<file path="src/rtl/sequencer_params.svh">
// Constants for the automatic stage speed sequencer: register indices, field
// positions, reset values, ranges and the one-second time base.
// Assumes inclusion by bare name from the package and the design modules.
`ifndef SEQUENCER_PARAMS_SVH
`define SEQUENCER_PARAMS_SVH

// Register indices on the plain register port.
`define REG_MODE 8'h00
`define REG_CYCLES 8'h01
`define REG_DUR_BASE 8'h02
`define REG_DUR_LAST 8'h11
`define REG_RESTORE 8'h12
`define REG_LOCK 8'h13
`define REG_FREQ_SRC 8'h14
`define REG_MOTOR_A 8'h15
`define REG_MOTOR_B 8'h16
`define REG_FAULT_BASE 8'h18
`define REG_FAULT_LAST 8'h1b
`define REG_STAT_CYCLE 8'h1c
`define REG_STAT_STAGE 8'h1d
`define REG_SPEED_BASE 8'h20
`define REG_SPEED_LAST 8'h2f

// Status field positions in the stage status register.
`define STAT_STAGE_LSB 0
`define STAT_STATE_LSB 4
`define STAT_VARIANT_LSB 8

// Widths and counts.
`define REG_W 16
`define ADDR_W 8
`define STAGE_NUM 16
`define FAULT_NUM 4
`define CYC_W 12

// Mode values of the sequence mode selector.
`define MODE_OFF 16'h0000
`define MODE_RECIP_STOP 16'h0001
`define MODE_CYCLIC_STOP 16'h0002
`define MODE_RECIP_HOME 16'h0003
`define MODE_CYCLIC_HOME 16'h0004

// Restore selector values.
`define RESTORE_NONE 16'h0000
`define RESTORE_LAST_VARIANT 16'h0004
`define RESTORE_CLEAR_FAULTS 16'h0005

// Reset values and ranges.
`define MODE_RESET 16'h0000
`define CYCLES_RESET 16'h0001
`define CYCLES_MIN 16'h0001
`define CYCLES_MAX 16'h0bb8
`define HOME_DUR_RESET 16'h0001
`define STAGE_DUR_RESET 16'h0000
`define SPEED_RESET 16'h0000
`define FREQ_SRC_RESET 16'h0000
`define MOTOR_RESET 16'h0000
`define DUR_POS_MAX 16'h7530
`define DUR_NEG_MIN 16'h8ad0
`define LOCK_ON 16'h0001

// Last slot of each cycle order and the reciprocating turn slot.
`define RECIP_LAST_SLOT 5'h1f
`define CYCLIC_LAST_SLOT 5'h0f
`define RECIP_TURN_SLOT 5'h10

// Time base: period in seconds and the core clock rate in hertz.
`define TICK_PERIOD_S 1
`define CORE_CLK_HZ 50000000

`endif

</file>
<file path="src/rtl/sequencer_pkg.sv">
// Types shared by the stage sequencer and its time base.
// Assumes the constants header is on the include path.
`include "sequencer_params.svh"

package sequencer_pkg;

  // Sequencer states.
  typedef enum logic [1:0] {
    SEQ_IDLE = 2'b00,
    SEQ_RUN = 2'b01,
    SEQ_DONE = 2'b10
  } seq_state_t;

  // Whole state of the sequencer and its register file.
  typedef struct packed {
    logic [`REG_W-1:0] mode;
    logic [`REG_W-1:0] cycles;
    logic [`STAGE_NUM-1:0][`REG_W-1:0] dur;
    logic [`STAGE_NUM-1:0][`REG_W-1:0] speed;
    logic lock;
    logic [2:0] variant;
    logic [`REG_W-1:0] freq_src;
    logic [`REG_W-1:0] motor_a;
    logic [`REG_W-1:0] motor_b;
    logic [`FAULT_NUM-1:0][`REG_W-1:0] faults;
    seq_state_t fsm;
    logic [4:0] slot;
    logic [14:0] dwell;
    logic [`CYC_W-1:0] cycle_num;
    logic [`REG_W-1:0] rd_data;
    logic nvm_save;
    logic [`ADDR_W-1:0] nvm_addr;
  } seq_regs_t;

  // State of the one-second time base.
  typedef struct packed {
    logic [31:0] count;
    logic tick;
  } tick_state_t;

endpackage

</file>
<file path="src/rtl/second_tick.sv">
// One-second tick generator for the stage sequencer.
// Assumes a free-running core clock; the tick is a one-cycle pulse.
`timescale 1ns/1ps
`include "sequencer_params.svh"

module second_tick #(
  parameter int unsigned TICK_CYCLES = `TICK_PERIOD_S * `CORE_CLK_HZ
) (
  input wire logic core_clk_i, // Core clock.
  input wire logic rstn_i, // Asynchronous reset, active low.
  output logic tick_o // One-cycle pulse once per period.
);

  sequencer_pkg::tick_state_t st; // Registered state.
  sequencer_pkg::tick_state_t next_st; // Next state.

  // Count to the end of the period, then wrap and pulse.
  always_comb begin
    next_st = st;
    next_st.tick = 1'b0;
    if (st.count >= 32'(TICK_CYCLES - 1)) begin
      next_st.count = 32'h0;
      next_st.tick = 1'b1;
    end else begin
      next_st.count = st.count + 32'h1;
    end
  end

  // State register.
  always_ff @(posedge core_clk_i or negedge rstn_i) begin
    if (!rstn_i) begin
      st <= '0;
    end else begin
      st <= next_st;
    end
  end

  assign tick_o = st.tick;

endmodule // second_tick

</file>
<file path="src/rtl/stage_sequencer.sv">
// Automatic multi-speed stage sequencer with its parameter registers,
// fault history, factory restore and write lock.
// Assumes inputs synchronous to core_clk_i and a one-cycle register port.
`timescale 1ns/1ps
`include "sequencer_params.svh"

// Function
// - Mode zero: no sequence, normal speed
// - Reciprocating: home up to 15, back down
// - Cyclic: home through 15, then wrap
// - Modes 1 and 2 stop after cycles
// - Modes 3 and 4 hold home speed after
// - Count cycles against count 1 to 3000
// - Display cycle number and stage while running
// - Auto modes override; obey run, pause terminals
// - Sixteen signed durations, range plus minus 30000
// - Negative duration reverse, magnitude is dwell
// - Zero duration stage is skipped at once
// - Zero hertz stage holds still, still timed
// - Restore keeps motor settings and fault history
// - Each fault is logged into history slots
// - Restore value 5 clears fault history
// - Unlocked: in-range writes accepted and saved
// - Locked: most writes rejected, reads remain
// - Locked: source and first speed still writable
module stage_sequencer #(
  parameter int unsigned TICK_CYCLES = `TICK_PERIOD_S * `CORE_CLK_HZ
) (
  input wire logic core_clk_i, // Core clock, 50 MHz.
  input wire logic rstn_i, // Asynchronous reset, active low.
  input wire logic [`ADDR_W-1:0] addr_i, // Register index.
  input wire logic [`REG_W-1:0] wr_data_i, // Write data.
  input wire logic wr_stb_i, // Write strobe, one cycle.
  input wire logic rd_stb_i, // Read strobe, one cycle.
  output logic [`REG_W-1:0] rd_data_o, // Read data, cycle after strobe.
  input wire logic auto_run_i, // Auto-run terminal, high runs.
  input wire logic pause_i, // Pause terminal, high freezes timing.
  input wire logic fault_i, // Fault event pulse.
  input wire logic [`REG_W-1:0] fault_code_i, // Code of that fault.
  input wire logic normal_run_i, // Run from normal command sources.
  input wire logic normal_reverse_i, // Direction from normal sources.
  input wire logic [`REG_W-1:0] normal_speed_i, // Speed from normal sources.
  output logic seq_active_o, // Sequencer owns the speed command.
  output logic run_o, // Motor run command.
  output logic reverse_o, // Motor reverse command.
  output logic [3:0] speed_select_o, // Active speed slot, 0 is home.
  output logic [`REG_W-1:0] speed_hz_o, // Speed command value.
  output logic [`CYC_W-1:0] disp_cycle_o, // Cycle number for the display.
  output logic [3:0] disp_stage_o, // Stage number for the display.
  output logic nvm_save_o, // Pulse: store a changed value.
  output logic [`ADDR_W-1:0] nvm_addr_o // Index of that value.
);

  sequencer_pkg::seq_regs_t st; // Registered state.
  sequencer_pkg::seq_regs_t next_st; // Next state.
  logic tick; // One-second pulse.
  logic mode_auto; // A sequence mode is selected.
  logic mode_recip; // Reciprocating order selected.
  logic mode_hold; // Keep home speed after the last cycle.
  logic [3:0] cur_stage; // Stage of the current slot.
  logic [`REG_W-1:0] cur_dur; // Duration of the current stage.

  // Time base for the dwell counters.
  second_tick #(
    .TICK_CYCLES(TICK_CYCLES)
  ) u_second_tick (
    .core_clk_i(core_clk_i),
    .rstn_i(rstn_i),
    .tick_o(tick)
  );

  // Map a slot to its stage; the second half of a reciprocating cycle runs down.
  function automatic logic [3:0] stage_of(input logic [4:0] slot, input logic recip);
    logic [4:0] down;
    down = `RECIP_LAST_SLOT - slot;
    if (recip && slot[4]) begin
      stage_of = down[3:0];
    end else begin
      stage_of = slot[3:0];
    end
  endfunction

  // Magnitude of a signed duration, the dwell in seconds.
  function automatic logic [14:0] dwell_of(input logic [`REG_W-1:0] d);
    logic [`REG_W-1:0] neg;
    neg = `REG_W'(0) - d;
    dwell_of = d[`REG_W-1] ? neg[14:0] : d[14:0];
  endfunction

  // Mode decode.
  always_comb begin
    mode_auto = (st.mode >= `MODE_RECIP_STOP) && (st.mode <= `MODE_CYCLIC_HOME);
    mode_recip = (st.mode == `MODE_RECIP_STOP) || (st.mode == `MODE_RECIP_HOME);
    mode_hold = (st.mode == `MODE_RECIP_HOME) || (st.mode == `MODE_CYCLIC_HOME);
    cur_stage = (st.fsm == sequencer_pkg::SEQ_RUN) ? stage_of(st.slot, mode_recip) : 4'h0;
    cur_dur = st.dur[cur_stage];
  end

  // All next-state logic: register port, restore, faults and the sequencer.
  always_comb begin
    logic wr_ok;
    logic last_slot;
    logic advance;
    logic [4:0] nslot;
    wr_ok = 1'b0;
    last_slot = 1'b0;
    advance = 1'b0;
    nslot = 5'h0;
    next_st = st;
    next_st.nvm_save = 1'b0;
    next_st.rd_data = '0;

    // Locked writes reach only the source, first speed and the lock itself.
    if (wr_stb_i) begin
      wr_ok = !st.lock || (addr_i == `REG_FREQ_SRC) || (addr_i == `REG_SPEED_BASE)
        || (addr_i == `REG_LOCK);
    end

    // Register writes; out-of-range values are refused and not stored.
    if (wr_ok) begin
      if (addr_i == `REG_MODE) begin
        if (wr_data_i <= `MODE_CYCLIC_HOME) begin
          next_st.mode = wr_data_i;
          next_st.nvm_save = 1'b1;
        end
      end else if (addr_i == `REG_CYCLES) begin
        if ((wr_data_i >= `CYCLES_MIN) && (wr_data_i <= `CYCLES_MAX)) begin
          next_st.cycles = wr_data_i;
          next_st.nvm_save = 1'b1;
        end
      end else if ((addr_i >= `REG_DUR_BASE) && (addr_i <= `REG_DUR_LAST)) begin
        if (wr_data_i[`REG_W-1] ? (wr_data_i >= `DUR_NEG_MIN) : (wr_data_i <= `DUR_POS_MAX)) begin
          next_st.dur[4'(addr_i - `REG_DUR_BASE)] = wr_data_i;
          next_st.nvm_save = 1'b1;
        end
      end else if (addr_i == `REG_RESTORE) begin
        if ((wr_data_i >= `CYCLES_MIN) && (wr_data_i <= `RESTORE_LAST_VARIANT)) begin
          // Factory reload; motor settings and fault history are left alone.
          next_st.mode = `MODE_RESET;
          next_st.cycles = `CYCLES_RESET;
          for (int i = 0; i < `STAGE_NUM; i++) begin
            next_st.dur[i] = (i == 0) ? `HOME_DUR_RESET : `STAGE_DUR_RESET;
            next_st.speed[i] = `SPEED_RESET;
          end
          next_st.freq_src = `FREQ_SRC_RESET;
          next_st.lock = 1'b0;
          next_st.variant = wr_data_i[2:0];
          next_st.nvm_save = 1'b1;
        end else if (wr_data_i == `RESTORE_CLEAR_FAULTS) begin
          next_st.faults = '0;
          next_st.nvm_save = 1'b1;
        end
      end else if (addr_i == `REG_LOCK) begin
        next_st.lock = (wr_data_i == `LOCK_ON);
        next_st.nvm_save = 1'b1;
      end else if (addr_i == `REG_FREQ_SRC) begin
        next_st.freq_src = wr_data_i;
        next_st.nvm_save = 1'b1;
      end else if (addr_i == `REG_MOTOR_A) begin
        next_st.motor_a = wr_data_i;
        next_st.nvm_save = 1'b1;
      end else if (addr_i == `REG_MOTOR_B) begin
        next_st.motor_b = wr_data_i;
        next_st.nvm_save = 1'b1;
      end else if ((addr_i >= `REG_SPEED_BASE) && (addr_i <= `REG_SPEED_LAST)) begin
        next_st.speed[4'(addr_i - `REG_SPEED_BASE)] = wr_data_i;
        next_st.nvm_save = 1'b1;
      end
    end
    if (next_st.nvm_save) begin
      next_st.nvm_addr = addr_i;
    end

    // A fault shifts the history; it lands after a clear in the same cycle.
    if (fault_i) begin
      for (int i = `FAULT_NUM - 1; i > 0; i--) begin
        next_st.faults[i] = next_st.faults[i-1];
      end
      next_st.faults[0] = fault_code_i;
      next_st.nvm_save = 1'b1;
      next_st.nvm_addr = `REG_FAULT_BASE;
    end

    // Register reads; unmapped indices read as zero.
    if (rd_stb_i) begin
      if (addr_i == `REG_MODE) begin
        next_st.rd_data = st.mode;
      end else if (addr_i == `REG_CYCLES) begin
        next_st.rd_data = st.cycles;
      end else if ((addr_i >= `REG_DUR_BASE) && (addr_i <= `REG_DUR_LAST)) begin
        next_st.rd_data = st.dur[4'(addr_i - `REG_DUR_BASE)];
      end else if (addr_i == `REG_RESTORE) begin
        next_st.rd_data = {13'h0, st.variant};
      end else if (addr_i == `REG_LOCK) begin
        next_st.rd_data = {15'h0, st.lock};
      end else if (addr_i == `REG_FREQ_SRC) begin
        next_st.rd_data = st.freq_src;
      end else if (addr_i == `REG_MOTOR_A) begin
        next_st.rd_data = st.motor_a;
      end else if (addr_i == `REG_MOTOR_B) begin
        next_st.rd_data = st.motor_b;
      end else if ((addr_i >= `REG_FAULT_BASE) && (addr_i <= `REG_FAULT_LAST)) begin
        next_st.rd_data = st.faults[2'(addr_i - `REG_FAULT_BASE)];
      end else if (addr_i == `REG_STAT_CYCLE) begin
        next_st.rd_data = {4'h0, st.cycle_num};
      end else if (addr_i == `REG_STAT_STAGE) begin
        // Fields sit at their named positions; the bits between them read as zero.
        next_st.rd_data[`STAT_STAGE_LSB +: 4] = cur_stage;
        next_st.rd_data[`STAT_STATE_LSB +: 2] = 2'(st.fsm);
        next_st.rd_data[`STAT_VARIANT_LSB +: 3] = st.variant;
      end else if ((addr_i >= `REG_SPEED_BASE) && (addr_i <= `REG_SPEED_LAST)) begin
        next_st.rd_data = st.speed[4'(addr_i - `REG_SPEED_BASE)];
      end
    end

    // Sequencer; any loss of mode or of the run terminal returns it to idle.
    last_slot = mode_recip ? (st.slot == `RECIP_LAST_SLOT) : (st.slot == `CYCLIC_LAST_SLOT);
    if (!mode_auto || !auto_run_i) begin
      next_st.fsm = sequencer_pkg::SEQ_IDLE;
      next_st.slot = 5'h0;
      next_st.dwell = 15'h0;
      next_st.cycle_num = `CYC_W'(1);
    end else begin
      case (st.fsm)
        sequencer_pkg::SEQ_IDLE: begin
          next_st.fsm = sequencer_pkg::SEQ_RUN;
          next_st.slot = 5'h0;
          next_st.cycle_num = `CYC_W'(1);
          next_st.dwell = dwell_of(st.dur[0]);
        end
        sequencer_pkg::SEQ_RUN: begin
          // Pause freezes timing and skipping alike.
          if (!pause_i) begin
            if (cur_dur == '0) begin
              advance = 1'b1;
            end else if (tick) begin
              if (st.dwell <= 15'h1) begin
                advance = 1'b1;
              end else begin
                next_st.dwell = st.dwell - 15'h1;
              end
            end
          end
          if (advance) begin
            if (last_slot) begin
              if ({4'h0, st.cycle_num} >= st.cycles) begin
                next_st.fsm = sequencer_pkg::SEQ_DONE;
                next_st.slot = 5'h0;
              end else begin
                next_st.cycle_num = st.cycle_num + `CYC_W'(1);
                next_st.slot = 5'h0;
                next_st.dwell = dwell_of(st.dur[0]);
              end
            end else begin
              nslot = st.slot + 5'h1;
              next_st.slot = nslot;
              next_st.dwell = dwell_of(st.dur[stage_of(nslot, mode_recip)]);
            end
          end
        end
        sequencer_pkg::SEQ_DONE: begin
          next_st.fsm = sequencer_pkg::SEQ_DONE;
        end
        default: begin
          next_st.fsm = sequencer_pkg::SEQ_IDLE;
        end
      endcase
    end
  end

  // State register.
  always_ff @(posedge core_clk_i or negedge rstn_i) begin
    if (!rstn_i) begin
      st <= '0;
      st.cycles <= `CYCLES_RESET;
      st.dur[0] <= `HOME_DUR_RESET;
      st.cycle_num <= `CYC_W'(1);
    end else begin
      st <= next_st;
    end
  end

  // Speed command: the sequencer overrides normal sources in any auto mode.
  always_comb begin
    seq_active_o = mode_auto;
    if (mode_auto) begin
      run_o = (st.fsm == sequencer_pkg::SEQ_RUN) || ((st.fsm == sequencer_pkg::SEQ_DONE) && mode_hold);
      reverse_o = cur_dur[`REG_W-1];
      speed_hz_o = st.speed[cur_stage];
    end else begin
      run_o = normal_run_i;
      reverse_o = normal_reverse_i;
      speed_hz_o = normal_speed_i;
    end
  end

  assign speed_select_o = cur_stage;
  assign disp_cycle_o = st.cycle_num;
  assign disp_stage_o = cur_stage;
  assign rd_data_o = st.rd_data;
  assign nvm_save_o = st.nvm_save;
  assign nvm_addr_o = st.nvm_addr;

  // Helper for the wrap check: a slot advance is about to happen.
  logic advance_seen; // Sequencer will leave the current slot.
  assign advance_seen = mode_auto && auto_run_i && !pause_i && ((cur_dur == '0) || (tick && (st.dwell <= 15'h1)));
endmodule // stage_sequencer

</file>
<file path="config.mk">
export PLATFORM = sky130hd
export DESIGN_NAME = stage_sequencer
export DESIGN_NICKNAME = d
export VERILOG_FILES = /design/src/rtl/sequencer_pkg.sv /design/src/rtl/second_tick.sv /design/src/rtl/stage_sequencer.sv
export VERILOG_INCLUDE_DIRS = /design/src /design/src/rtl
export SDC_FILE = /design/constraint.sdc
export NUM_CORES = 2
export LEC_CHECK = 0
export ABC_AREA = 1
export BUFFER_PORTS_ARGS = -buffer_cell sky130_fd_sc_hd__buf_2
export CORE_MARGIN = 8
export CORE_UTILIZATION = 33
export CTS_CLUSTER_DIAMETER = 100
export DETAILED_ROUTE_END_ITERATION = 12
export SETUP_SLACK_MARGIN = 0.1
export SYNTH_ARGS = -nofsm -noshare
export SYNTH_HDL_FRONTEND = slang
export SYNTH_HIERARCHICAL = 1
export SYNTH_SLANG_ARGS = --single-unit
</file>
<file path="constraint.sdc">
create_clock -name core_clk_i -period 9.1 [get_ports core_clk_i]
set_input_delay 0 -clock core_clk_i [delete_from_list [all_inputs] [get_ports core_clk_i]]
set_output_delay 0 -clock core_clk_i [all_outputs]
set_load 0.02 [all_outputs]
</file>
==> impl_metrics.py <==
metrics = {
    "die": {
        "die_h_um": 373,
        "fp-row-count": 131,
        "dieArea_mm2": 0.139,
        "ios": 129,
        "core_area_mm2": 0.127,
        "die_x_um": 373,
        "start_util": 0.331,
    },
    "global_routing": {
        "grt_util_met1": 0.334,
        "grt_busiest_layer": "met2",
        "grt_max_degree": 144,
        "track_usage": 0.246,
        "grtUsageMet3": 0.0773,
        "grt_first_pass_wirelength_um": 267000,
        "grt_overflow": 0,
        "grt_pass1_vias": 39700,
        "use_met2": 0.354,
        "antenna_found_initial": 14,
    },
    "worst_setup_path": {
        "r2r_start": "st[705]",
        "critPathKind": "reg2reg",
        "worst_setup_path_end_kind": "flop",
        "r2r-end": "st[40]",
        "rr_worst_depth": 26,
        "start_kind": "flop",
        "arrival_ns": 6.61,
        "cp.required_ns": 9.67,
        "crit_fanout": 72,
        "reg2reg_slack_ns": 3.06,
    },
    "yosys": {
        "seq_area_frac_synth": 0.448,
        "synth.cell_area_mm2": 0.0420,
        "synthFlopType": "dfrtp_1",
        "synth-edff-count": 0,
        "yosys_warnings": 6,
        "synth_cells": 5438,
        "syn_avg_cell_area_um2": 7.72,
        "ys_types": 64,
        "ys_async_sr_fraction": 1.00,
        "synth_seq_cells": 752,
    },
    "timing": {
        "finalCritPeriodShare": 0.663,
        "setup_ws_ns": 3.06,
        "slew_viol_final": 0,
        "max_slew_margin": 0.0916,
        "final.min_clock_period_ns": 6.04,
        "grt_setup_unrepaired": "false",
        "worstMarginPinSlew_ns": 1.35,
        "setup-violations-final": 0,
        "hold_viol_final": 0,
        "fmax_mhz": 166,
        "setup_tns_ns": 0,
        "clock_skew_ns": 0.0460,
    },
    "outcome": {
        "run_status": "finished, final reports clean",
    },
    "drt": {
        "first_pass_iters": 6,
        "ant_nets": 0,
        "via_per_inst": 5.97,
        "via_count": 42500,
        "routed_wl_um": 181000,
        "drc": 0,
        "drt_iter0_markers": 6274,
        "wl_per_cell_um": 25.4,
    },
    "cts": {
        "cts-root-buf": "clkbuf_16",
        "cts_tree": "built",
        "cts_buffer_depth": 3,
        "cts_setup_buffers": 0,
        "cts_buffers": 89,
        "clkLatencyLatePin_ns": 0.69,
        "clk_pin_slew_ns": 0.06,
        "htree_num_levels": 3,
        "cts_sinks": 752,
    },
    "power_and_ir_drop": {
        "p_leak_nw": 21.5,
        "ir_worst_vdd_mv": 0.135,
        "powerDensity_mw_per_mm2": 205,
    },
    "placed_design": {
        "place.gp.congestion": 1.01,
        "dpl.cell_count": 6911,
        "port_buffers": 128,
        "dpl.hpwl_um": 119000,
        "preCtsSetupSlack_ns": 3.24,
    },
    "cells_and_area": {
        "post-route-util": 0.371,
        "syn_to_final_growth_pct": 12.0,
        "finalNonFillerCells": 7124,
        "final_nets": 5476,
        "final_cell_mix": "879 x nand2_1, 751 x o22ai_1, 749 x dfrtp_1",
        "drive_gt1_frac": 0.0834,
        "layout_commonest_cell": "nand2_1",
    },
    "job": {
        "cap_viol_max_count": 0,
    },
    "min_path": {
        "hp-class": "in2async",
    },
}
per-stage QoR:
stage	total power, W	instance area [µm²]	hold slack, ns
after global placement	0.00584	43500	0.155
after global routing	0.0100	47000	0.0915
final	0.00964	47100	0.0129
after floorplan	0.00518	42000	-0.296
after CTS	0.00961	47000	0.0300
after detailed placement	0.00586	43500	0.161
cell type report:
type                            instances  area (µm²)
Antenna cell                            7        17.5
Timing Repair Buffer                  252        1710
Clock buffer                          141        2760
Multi-Input combinational cell       3509       18500
Sequential cell                       752       18800
Clock inverter                         16         256
Tap cell                             1662        2080
Fill cell                           13200       79800
Inverter                              785        2950
power by group:
part	switching, W	total, W	internal, W	leakage [nW]
clock	0.00153	0.00374	0.00221	1.48
combinational	0.00116	0.00174	0.000578	11.2
sequential	0.000377	0.00416	0.00378	8.80
total	0.00307	0.00964	0.00657	21.5
metal layers:
metal / wire length [µm] / part of all wire
met4: 9920 / 0.055
met1: 72800 / 0.40
met3: 23000 / 0.13
met5: 99 / 0.00055
met2: 75300 / 0.42
worst max-delay path, cell delays in order, from the launching register on:
cell and delay (ns):
dfrtp_1 0.41, nor2_1 0.18, nand2_1 0.09, nor2_1 0.08, nand2_1 0.08, nand2_2 0.15, ha_1 0.33, inv_1 0.07
nand2_1 0.10, nand3_4 0.71, inv_2 1.05, o41ai_1 0.20, o21ai_0 0.13, inv_1 0.06, nand4_1 0.07, nand3_1 0.08
nand3_1 0.31, inv_1 0.11, nor2_2 0.57, o21ai_1 0.16, nand2_1 0.16, buf_4 0.33, inv_1 0.16, nand3_1 0.11
nand2_1 0.06, o211ai_1 0.08, nand2_1 0.06
flip-flops by register name (all words and copies together) (netlist names):
signal,cells
nvm_save_o,1
disp_cycle_o,12
rd_data_o,16
u_second_tick/tick_o,1
nvm_addr_o,8
st,682
u_second_tick/st,32
cells in the mapped netlist (12+ instances only):
master     number  area, µm²
buf_4          66        495
o22ai_1       751       4700
o21ai_0       454       2270
nor2_2         12       75.1
o41ai_1        12        105
xor2_1         30        263
nor2_1        295       1110
a21oi_1       252       1260
nor3_1         27        135
clkbuf_1      203        762
buf_1          41        154
ha_1           22        275
dfrtp_1       749      18700
nand4_1        45        282
nand3_1       425       2130
buf_2          78        390
a221oi_1       13        114
inv_1         750       2820
o211ai_1       47        353
a211oi_1       18        135
inv_2          26       97.6
o221ai_1       14        123
o2111ai_1      19        166
a21oi_2        16        140
nor4_1         30        188
nand2_1       883       3310
a31oi_1        25        156
a41oi_1        17        149
how the worst max path moves through the flow:
stage | start | endpoint | slack [ns] | cells after the start
2_1_floorplan | st[705] | disp_cycle_o[10] | 5.82 | 29
3_3_place_gp | st[705] | st[43] | 3.33 | 26
3_5_place_dp | st[705] | st[40] | 3.24 | 26
4_1_cts | st[705] | st[40] | 3.21 | 26
5_1_grt | st[705] | st[43] | 2.55 | 26
6_report | st[705] | st[40] | 3.06 | 26
cells by family after synthesis:
kind of cell	synth area share
xor+xnor	0.00888
mux	0.000268
simple gates	0.179
flops	0.448
buf+inv	0.115
compound gates	0.242
fa+ha+maj	0.00655
other cells	0.0000893
repair_timing:
action,CTS,global route
hold buffers,48,0
resized for setup,0,0
endpoints found under the hold margin,237,0
No activity file was read; power rests on OpenSTA's default activity.
